### config.mk
export PLATFORM = sky130hd
export DESIGN_NAME = cbr_sched
export DESIGN_NICKNAME = d
export VERILOG_FILES = /design/src/logic/cbr_pkg.sv /design/src/logic/cbr_cfg_mem.sv /design/src/logic/cbr_sched.sv
export SDC_FILE = /design/constraint.sdc
export NUM_CORES = 2
export LEC_CHECK = 0
export BUFFER_PORTS_ARGS = -buffer_cell sky130_fd_sc_hd__buf_2
export CORE_MARGIN = 4
export CORE_UTILIZATION = 50
export CTS_BUF_LIST = sky130_fd_sc_hd__clkbuf_16
export CTS_CLUSTER_DIAMETER = 100
export DETAILED_ROUTE_END_ITERATION = 12
export PLACE_DENSITY = 0.67
export RECOVER_POWER = 100
export SLEW_MARGIN = 25
export SYNTH_ARGS = -nofsm -noshare
export SYNTH_HDL_FRONTEND = slang
export SYNTH_SLANG_ARGS = --single-unit
### constraint.sdc
create_clock -name clk_sys -period 11.68 [get_ports clk_sys]
set_input_delay 0.584 -clock clk_sys [delete_from_list [all_inputs] [get_ports clk_sys]]
set_output_delay 0.584 -clock clk_sys [all_outputs]
set_load 0.03 [all_outputs]
### src/logic/cbr_pkg.sv
// Purpose: shared constants for the bulk report scheduler
// Assumes: 20 MHz system clock, plain register port
// Notes:   all offsets are byte addresses of 32-bit words
package cbr_pkg;
   // block count and widths
   localparam int NBLK = 4;
   localparam int AW = 8;
   localparam int DW = 32;
   localparam int IDW = 11;
   // global register offsets
   localparam logic [7:0] OFS_CTRL = 8'h00;
   localparam logic [7:0] OFS_BASE_ID = 8'h04;
   localparam logic [7:0] OFS_PERIOD = 8'h08;
   localparam logic [7:0] OFS_MSG_GAP = 8'h0C;
   localparam logic [7:0] OFS_STATUS = 8'h10;
   // per-block window: base plus 16 bytes per block
   localparam logic [7:0] OFS_BLK0 = 8'h20;
   localparam logic [7:0] BLK_STEP = 8'h10;
   localparam logic [1:0] FLD_START = 2'h0;
   localparam logic [1:0] FLD_ENADDR = 2'h1;
   localparam logic [1:0] FLD_STRIDE = 2'h2;
   localparam logic [1:0] FLD_COUNT = 2'h3;
   // bit positions
   localparam int CTRL_EN_BIT = 0;
   localparam int STAT_BUSY_BIT = 0;
   // id offset of the first bulk block
   localparam logic [IDW-1:0] BULK_ID_OFS = 11'h040;
   // reset values
   localparam logic [31:0] RST_BASE_ID = 32'h0000_0100;
   localparam logic [31:0] RST_PERIOD = 32'h0007_A120;
   localparam logic [31:0] RST_GAP = 32'h0000_03E8;
   // timing: one microsecond in clock cycles
   localparam int CLK_MHZ = 20;
   localparam int US_NS = 1000;
   localparam int CLK_NS = 50;
   localparam int CYC_PER_US = US_NS / CLK_NS;
endpackage : cbr_pkg

### src/logic/cbr_cfg_mem.sv
// Purpose: small configuration store for the bulk report table
// Assumes: one write port, one read port, registered read data
// Notes:   holds four words per bulk block
`timescale 1ns/10ps
`default_nettype none
module cbr_cfg_mem
(
   input  wire logic        clk_sys,
   input  wire logic        rst_n,
   input  wire logic        wr_en,
   input  wire logic [3:0]  wr_addr,
   input  wire logic [31:0] wr_data,
   input  wire logic [3:0]  rd_addr,
   output logic      [31:0] rd_data
);
   // storage, cleared so blocks start disabled
   logic [31:0] mem_r [16];

   ////////////////////////////////////////////////////////////////////
   // write port and registered read
   always_ff @(posedge clk_sys or negedge rst_n)
   begin
      if (!rst_n)
      begin
         for (int i = 0; i < 16; i++)
            mem_r[i] <= 32'h0000_0000;
         rd_data <= 32'h0000_0000;
      end
      else
      begin
         if (wr_en)
            mem_r[wr_addr] <= wr_data;
         rd_data <= mem_r[rd_addr];
      end
   end
endmodule : cbr_cfg_mem
`default_nettype wire

### src/logic/cbr_sched.sv
// Purpose: schedules bulk register reports onto a frame request port
// Assumes: register space read over a port answered in the strobe's own cycle;
//          a CAN controller outside takes one frame per tx_req/tx_ack
// Notes:   individually mapped frames share the gap timer via ind_req
//
// The address map and strobed register access were decided locally.
`timescale 1ns/10ps
`default_nettype none
module cbr_sched
(
   input  wire logic        clk_sys,
   input  wire logic        rst_n,
   // software register port
   input  wire logic [7:0]  reg_addr,
   input  wire logic [31:0] reg_wdata,
   input  wire logic        reg_wr,
   input  wire logic        reg_rd,
   output logic      [31:0] reg_rdata,
   // internal register space read port
   output logic             src_rd,
   output logic      [31:0] src_addr,
   input  wire logic [31:0] src_data,
   // individually mapped report frames from elsewhere
   input  wire logic        ind_req,
   input  wire logic [10:0] ind_id,
   input  wire logic [31:0] ind_data,
   output logic             ind_ack,
   // frame request to the CAN controller
   output logic             tx_req,
   output logic      [10:0] tx_id,
   output logic      [31:0] tx_data,
   input  wire logic        tx_ack,
   // pass start pulse, for individual report sources
   output logic             pass_start
);
   // scheduler states
   typedef enum logic [3:0] {
      ST_IDLE, ST_CFG_START, ST_CFG_EN, ST_CFG_STR, ST_CFG_CNT,
      ST_CFG_WAIT, ST_RD_EN, ST_RD_DATA, ST_SEND, ST_GAP, ST_NEXT
   } cbr_state_t;

   ////////////////////////////////////////////////////////////////////
   // decode helpers
   // block window address to table index
   function automatic logic [3:0] cbr_tbl_idx(input logic [7:0] a);
      logic [7:0] rel;
      rel = a - cbr_pkg::OFS_BLK0;
      return {rel[5:4], rel[3:2]};
   endfunction : cbr_tbl_idx

   // is the address inside the block window
   function automatic logic cbr_in_tbl(input logic [7:0] a);
      return (a >= cbr_pkg::OFS_BLK0) &&
             (a < (cbr_pkg::OFS_BLK0 + 8'h40)) && (a[1:0] == 2'b00);
   endfunction : cbr_in_tbl

   ////////////////////////////////////////////////////////////////////
   // control registers
   logic        en_r;       // reporting enable
   logic [10:0] base_id_r;  // base frame id
   logic [31:0] period_r;   // report period in microseconds
   logic [31:0] gap_r;      // inter-message gap in microseconds

   wire logic wr_ctrl = reg_wr && (reg_addr == cbr_pkg::OFS_CTRL);
   wire logic wr_base = reg_wr && (reg_addr == cbr_pkg::OFS_BASE_ID);
   wire logic wr_per  = reg_wr && (reg_addr == cbr_pkg::OFS_PERIOD);
   wire logic wr_gap  = reg_wr && (reg_addr == cbr_pkg::OFS_MSG_GAP);
   wire logic wr_tbl  = reg_wr && cbr_in_tbl(reg_addr);

   // control register writes
   always_ff @(posedge clk_sys or negedge rst_n)
   begin
      if (!rst_n)
      begin
         en_r      <= 1'b0;
         base_id_r <= cbr_pkg::RST_BASE_ID[10:0];
         period_r  <= cbr_pkg::RST_PERIOD;
         gap_r     <= cbr_pkg::RST_GAP;
      end
      else
      begin
         if (wr_ctrl)
            en_r <= reg_wdata[cbr_pkg::CTRL_EN_BIT];
         if (wr_base)
            base_id_r <= reg_wdata[10:0];
         if (wr_per)
            period_r <= reg_wdata;
         if (wr_gap)
            gap_r <= reg_wdata;
      end
   end

   ////////////////////////////////////////////////////////////////////
   // bulk report table storage
   cbr_state_t  st_r;
   logic [1:0]  blk_r;       // current block
   logic [3:0]  mem_raddr;   // table read index
   logic [31:0] mem_rdata;   // table read data (registered)
   // software reads of the table share the port; scheduler has priority
   // only while fetching config, so a software read then returns the scheduler's word
   wire logic  sched_fetch = (st_r == ST_CFG_START) ||
                             (st_r == ST_CFG_EN) ||
                             (st_r == ST_CFG_STR);
   logic [1:0] fld_sel;
   assign fld_sel = (st_r == ST_CFG_START) ? cbr_pkg::FLD_START :
                    (st_r == ST_CFG_EN)    ? cbr_pkg::FLD_ENADDR :
                    (st_r == ST_CFG_STR)   ? cbr_pkg::FLD_STRIDE :
                                             cbr_pkg::FLD_COUNT;
   wire logic cnt_fetch = (st_r == ST_CFG_CNT);
   assign mem_raddr = (sched_fetch || cnt_fetch) ? {blk_r, fld_sel}
                                                 : cbr_tbl_idx(reg_addr);

   cbr_cfg_mem u_mem
   (
      .clk_sys (clk_sys),
      .rst_n   (rst_n),
      .wr_en   (wr_tbl),
      .wr_addr (cbr_tbl_idx(reg_addr)),
      .wr_data (reg_wdata),
      .rd_addr (mem_raddr),
      .rd_data (mem_rdata)
   );

   ////////////////////////////////////////////////////////////////////
   // microsecond tick and period timer
   logic [4:0]  us_div_r;    // cycles within one microsecond
   logic [31:0] per_cnt_r;   // microseconds into current period
   logic [31:0] gap_cnt_r;   // microseconds of gap elapsed
   wire logic   us_tick  = (us_div_r == 5'(cbr_pkg::CYC_PER_US - 1));
   wire logic   per_done = us_tick && (per_cnt_r + 32'h1 >= period_r);

   // microsecond prescaler and period counter
   always_ff @(posedge clk_sys or negedge rst_n)
   begin
      if (!rst_n)
      begin
         us_div_r  <= 5'h00;
         per_cnt_r <= 32'h0000_0000;
      end
      else
      begin
         us_div_r <= us_tick ? 5'h00 : us_div_r + 5'h01;
         // restart period while disabled so the first pass comes a full period after enable
         if (!en_r || per_done)
            per_cnt_r <= 32'h0000_0000;
         else if (us_tick)
            per_cnt_r <= per_cnt_r + 32'h1;
      end
   end

   ////////////////////////////////////////////////////////////////////
   // scheduler state
   logic [31:0] start_r;    // working data address
   logic [31:0] enaddr_r;   // working enable address
   logic [31:0] stride_r;   // block stride
   logic [31:0] left_r;     // elements left in block
   logic [10:0] id_r;       // id of current element
   logic        pend_r;     // a pass is owed
   logic        blk_off_r;  // block disabled by zero start
   logic        sel_ind_r;  // current frame is individual

   wire logic last_blk = (blk_r == 2'(cbr_pkg::NBLK - 1));
   wire logic gap_over = (gap_cnt_r >= gap_r);

   // next-state values for the walk
   logic [1:0] blk_nxt;
   assign blk_nxt = blk_r + 2'h1;

   // scheduler sequencing
   always_ff @(posedge clk_sys or negedge rst_n)
   begin
      if (!rst_n)
      begin
         st_r       <= ST_IDLE;
         blk_r      <= 2'h0;
         start_r    <= 32'h0000_0000;
         enaddr_r   <= 32'h0000_0000;
         stride_r   <= 32'h0000_0000;
         left_r     <= 32'h0000_0000;
         id_r       <= 11'h000;
         pend_r     <= 1'b0;
         blk_off_r  <= 1'b0;
         sel_ind_r  <= 1'b0;
         gap_cnt_r  <= 32'h0000_0000;
         src_rd     <= 1'b0;
         src_addr   <= 32'h0000_0000;
         tx_req     <= 1'b0;
         tx_id      <= 11'h000;
         tx_data    <= 32'h0000_0000;
         ind_ack    <= 1'b0;
         pass_start <= 1'b0;
      end
      else
      begin
         src_rd     <= 1'b0;
         ind_ack    <= 1'b0;
         pass_start <= 1'b0;
         // a period tick arriving while busy is kept, not lost
         if (en_r && per_done)
            pend_r <= 1'b1;
         if (st_r == ST_GAP && us_tick)
            gap_cnt_r <= gap_cnt_r + 32'h1;
         unique case (st_r)
            // wait for work, only while enabled
            ST_IDLE:
            begin
               if (en_r && ind_req)
               begin
                  sel_ind_r <= 1'b1;
                  tx_req    <= 1'b1;
                  tx_id     <= ind_id;
                  tx_data   <= ind_data;
                  ind_ack   <= 1'b1;
                  st_r      <= ST_SEND;
               end
               else if (en_r && (pend_r || per_done))
               begin
                  pend_r     <= 1'b0;
                  pass_start <= 1'b1;
                  blk_r      <= 2'h0;
                  id_r       <= base_id_r + cbr_pkg::BULK_ID_OFS;
                  st_r       <= ST_CFG_START;
               end
            end
            // fetch the four table words of the block
            ST_CFG_START: st_r <= ST_CFG_EN;
            ST_CFG_EN:
            begin
               start_r   <= mem_rdata;
               blk_off_r <= (mem_rdata == 32'h0000_0000);
               st_r      <= ST_CFG_STR;
            end
            ST_CFG_STR:
            begin
               enaddr_r <= mem_rdata;
               st_r     <= ST_CFG_CNT;
            end
            ST_CFG_CNT:
            begin
               stride_r <= mem_rdata;
               st_r     <= ST_CFG_WAIT;
            end
            ST_CFG_WAIT:
            begin
               left_r <= mem_rdata;
               if (blk_off_r || mem_rdata == 32'h0000_0000)
               begin
                  // a disabled block still advances id by count
                  id_r <= id_r + mem_rdata[10:0];
                  st_r <= ST_NEXT;
               end
               else
               begin
                  src_rd   <= 1'b1;
                  src_addr <= enaddr_r;
                  st_r     <= ST_RD_EN;
               end
            end
            // enable value arrives in the read strobe's own cycle
            ST_RD_EN:
            begin
               if (src_data != 32'h0000_0000)
               begin
                  src_rd   <= 1'b1;
                  src_addr <= start_r;
                  st_r     <= ST_RD_DATA;
               end
               else
               begin
                  // skipped element keeps its id slot
                  st_r <= ST_NEXT;
               end
            end
            ST_RD_DATA:
            begin
               // same frame form as individual reports
               sel_ind_r <= 1'b0;
               tx_req    <= 1'b1;
               tx_id     <= id_r;
               tx_data   <= src_data;
               st_r      <= ST_SEND;
            end
            // hold the request until the controller takes it
            ST_SEND:
            begin
               if (tx_ack)
               begin
                  tx_req    <= 1'b0;
                  gap_cnt_r <= 32'h0000_0000;
                  st_r      <= ST_GAP;
               end
            end
            // pause in microseconds after each frame
            ST_GAP:
            begin
               if (gap_over)
                  st_r <= sel_ind_r ? ST_IDLE : ST_NEXT;
            end
            ST_NEXT:
            begin
               if (!blk_off_r && left_r > 32'h1)
               begin
                  left_r   <= left_r - 32'h1;
                  id_r     <= id_r + 11'h001;
                  start_r  <= start_r + stride_r;
                  enaddr_r <= enaddr_r + stride_r;
                  src_rd   <= 1'b1;
                  src_addr <= enaddr_r + stride_r;
                  st_r     <= ST_RD_EN;
               end
               else
               begin
                  if (!blk_off_r && left_r != 32'h0)
                     id_r <= id_r + 11'h001;
                  blk_off_r <= 1'b0;
                  left_r    <= 32'h0000_0000;
                  blk_r     <= blk_nxt;
                  st_r      <= last_blk ? ST_IDLE : ST_CFG_START;
               end
            end
            default: st_r <= ST_IDLE;
         endcase
      end
   end

   ////////////////////////////////////////////////////////////////////
   // register read data, valid the cycle after the read strobe
   logic       rd_tbl_r;    // last read hit the table
   logic [31:0] rd_hold_r;  // plain register read value
   wire logic busy = (st_r != ST_IDLE);
   logic [31:0] rd_mux;
   assign rd_mux =
      (reg_addr == cbr_pkg::OFS_CTRL)    ? {31'h0, en_r} :
      (reg_addr == cbr_pkg::OFS_BASE_ID) ? {21'h0, base_id_r} :
      (reg_addr == cbr_pkg::OFS_PERIOD)  ? period_r :
      (reg_addr == cbr_pkg::OFS_MSG_GAP) ? gap_r :
      (reg_addr == cbr_pkg::OFS_STATUS)  ? {29'h0, blk_r, busy} :
                                           32'h0000_0000;

   // capture read source
   always_ff @(posedge clk_sys or negedge rst_n)
   begin
      if (!rst_n)
      begin
         rd_tbl_r  <= 1'b0;
         rd_hold_r <= 32'h0000_0000;
      end
      else
      begin
         rd_tbl_r  <= reg_rd && cbr_in_tbl(reg_addr);
         rd_hold_r <= reg_rd ? rd_mux : 32'h0000_0000;
      end
   end
   // table word comes out of the memory register directly
   assign reg_rdata = rd_tbl_r ? mem_rdata : rd_hold_r;
endmodule : cbr_sched
`default_nettype wire

==> metrics <==
Most common cell on crit path=nand3_1; Rows=114; number of CTS-inserted buffers=102; R2R Path Start=left_r[18]; Clock Root Buffer=clkbuf_16; global route total overflow=0; worst min path class=in2reg; Avg Cell Area, Syn=10.6 um2; Largest delay share family, worst path=simple AND/OR/NAND/NOR gates; max layer used=met5; wire length on met3=10900 um; crit path DAT=8.47 ns; die width=320 um; status=complete, but fails checks; core region area=96600 um2; first-pass GRT wire length=216000 um; crit path cell chain=nor4_1 > nand3_1 > or4_1 > nor3_1 > or3_1 > o21ai_0 > clkbuf_1 > and3_1 > mux2i_1 > nand3_1; Sink Count=949; hold buffers post-CTS=1; endpoints failing hold=0; GRT Overall Usage=26.7%; Post-Syn Instances=4600; Worst-Margin Slew=6.17 ns; FF/Latch Area=23800 um2; RSZ-0062 raised after global routing=false; Max-Cap Viols=31; Setup TNS=0 ns; TritonCTS clock tree=built; # Post-CTS Setup Buffers=0; TritonRoute pass-1 iters=6; Top reg by flops=u_mem.mem_r; setup violators final=0; register bit total from synthesis=949; R2R cell count=10; Peak supply drop=287 uV; metal1 wirelength=61000 um; initial antenna violation count=11; number of port buffers=231; Tot Pwr=13.7 mW; area delta synth->final=10.9%; Max stage delay cell, worst path=o21ai_0; Buf/Inv on CP=1; post-layout minimum cycle time=7.90 ns; dominant cell type by area after synthesis=dfrtp_1; Max Fclk=127 MHz; max reg flops=512; P_leak=24.7 nW; critical path depth in cells=10; starting density of the core=50.4%; worst-path fanout max=57; post-CTS resize count=0; type of the worst setup path=reg2reg; final worst-path cycle share=67.7%; ys flop type=dfrtp_1; ANT nets after route=0; Met2 Routed Length=64100 um; share of cells above drive strength 1=21.2%; pins over their slew limit=1202; critical path launch point type=flip-flop; Synth Cell Area=48600 um2; register area share after synthesis=48.9%; Post-Syn Nets=4867; top-area cell type share of the netlist area=48.1%; P per Cell Area=253 nW/um2; crit path from=left_r[18]; fin nets=4929; Post-synth EDFFs=0; Post-Route Skew=0.0369 ns; DP HPWL=88000 um; initial DRC count=3452; io pins=232; Largest stage delay, worst path=2.66 ns; Async SR Flop Fraction=100%; clk buf depth=3; vias in the first global route=36100; hold path start=src_data[16]; largest net degree at the start of global routing=195; CP Capture Type=flip-flop; GP Congestion=0.899; wire per inst=23.2 um; top-count cell post-synth=dfrtp_1; CTS clk-pin slew, worst paths=0.06 ns; total wire length=140000 um; via count=36900; post-synth cell types=79; # fillers=8372; multi-input combinational cell area=23300 um2; Via density=6.13; Die Area=102000 um2; critical path required time=12.24 ns; worst hold stages=3; top cells by area, synth=dfrtp_1 48%, mux2_2 15%, ha_1 3.7%, nand2_1 3.7%, a21oi_1 2.6%; die height=320 um; Yosys Warn Count=0; relative slew slack=-311%; H-tree levels=3; Remaining DRCs=0; Worst-Skew Late Latency=0.69 ns; violations in the final reports=capacitance limit, slew limit; commonest cells in the netlist=935 x dfrtp_1, 655 x mux2_2, 474 x nand2_1, 304 x nor2_1, 282 x clkbuf_1
[final cells by class]
cell class | count | area share (%)
flip-flops and latches | 949 | 44.0
multi-input cells | 3211 | 43.3
clock buffers | 105 | 4.87
well taps | 1276 | 2.96
repair buffers | 294 | 2.75
clock inverters | 83 | 1.38
inverters | 104 | 0.723
diodes | 3 | 0.0139
[tightest hold or removal path: cells and delay by family]
kind	cells	cell delay [ns]
AOI/OAI and AO/OA	1	0.09
buffers and inverters	1	0.09
and+or+nand+nor	1	0.04
[placed cells by master (no fill, tap or decap), types with 33 or more instances in the layout]
cell type / count
ha_1: 143
nand4_1: 33
and3_1: 151
xor2_1: 49
a21oi_1: 257
xnor2_1: 75
clkbuf_1: 121
dfrtp_1: 935
a21o_1: 47
inv_1: 119
mux2_2: 629
a211oi_1: 169
nor3_1: 44
a22oi_1: 65
clkbuf_16: 105
a311oi_1: 69
mux2i_1: 50
nand2_1: 473
nor2_1: 291
o21ai_0: 131
buf_2: 141
nand3_1: 49
a31oi_1: 130
[worst paths after layout]
| path | slack (ns) | end |
|---|---|---|
| worst max-delay path | 3.78 | enaddr_r[29] |
| worst min-delay path | 0.19 | tx_data[16] |
| worst max register to register | 3.78 | enaddr_r[29] |
| worst min register to register | 0.47 | us_div_r[0] |
| max in group asynchronous | 5.02 | u_mem.mem_r[103] |
| min in group asynchronous | 2.73 | enaddr_r[3] |
[where the power goes]
part	internal, mW	switching [mW]
clock	1.89	1.38
combinational	2.00	3.80
sequential	3.90	0.707
[per-layer routing]
layer,GRT usage [%],up-vias
met3,5.03,252
met4,7.82,12
met5,0,-
li1,-,16800
met2,42.9,1241
met1,37.3,18600
[per-stage QoR]
step	hold WS, ns	cell area, um2	util, %	setup slack [ns]	std cells
after detailed placement	0.453	50900	52.7	6.77	5832
after floorplan	0.288	48600	-	7.69	4600
after CTS	0.159	54300	56.2	6.75	6021
after global placement	0.448	50900	52.7	6.83	5832
after global routing	0.196	54000	55.9	3.36	6022
final	0.191	54000	55.9	3.78	6025
[cells by family after synthesis]
| group | Yosys count | synth area share, % |
|---|---|---|
| and+or+nand+nor | 1214 | 11.6 |
| AOI/OAI and AO/OA | 1022 | 13.8 |
| DFF | 949 | 48.9 |
| muxes | 705 | 16.2 |
| buffers and inverters | 440 | 3.47 |
| adders and majority gates | 146 | 3.80 |
| xor gates and xnor gates | 124 | 2.23 |
No activity file was read; power rests on OpenSTA's default activity.
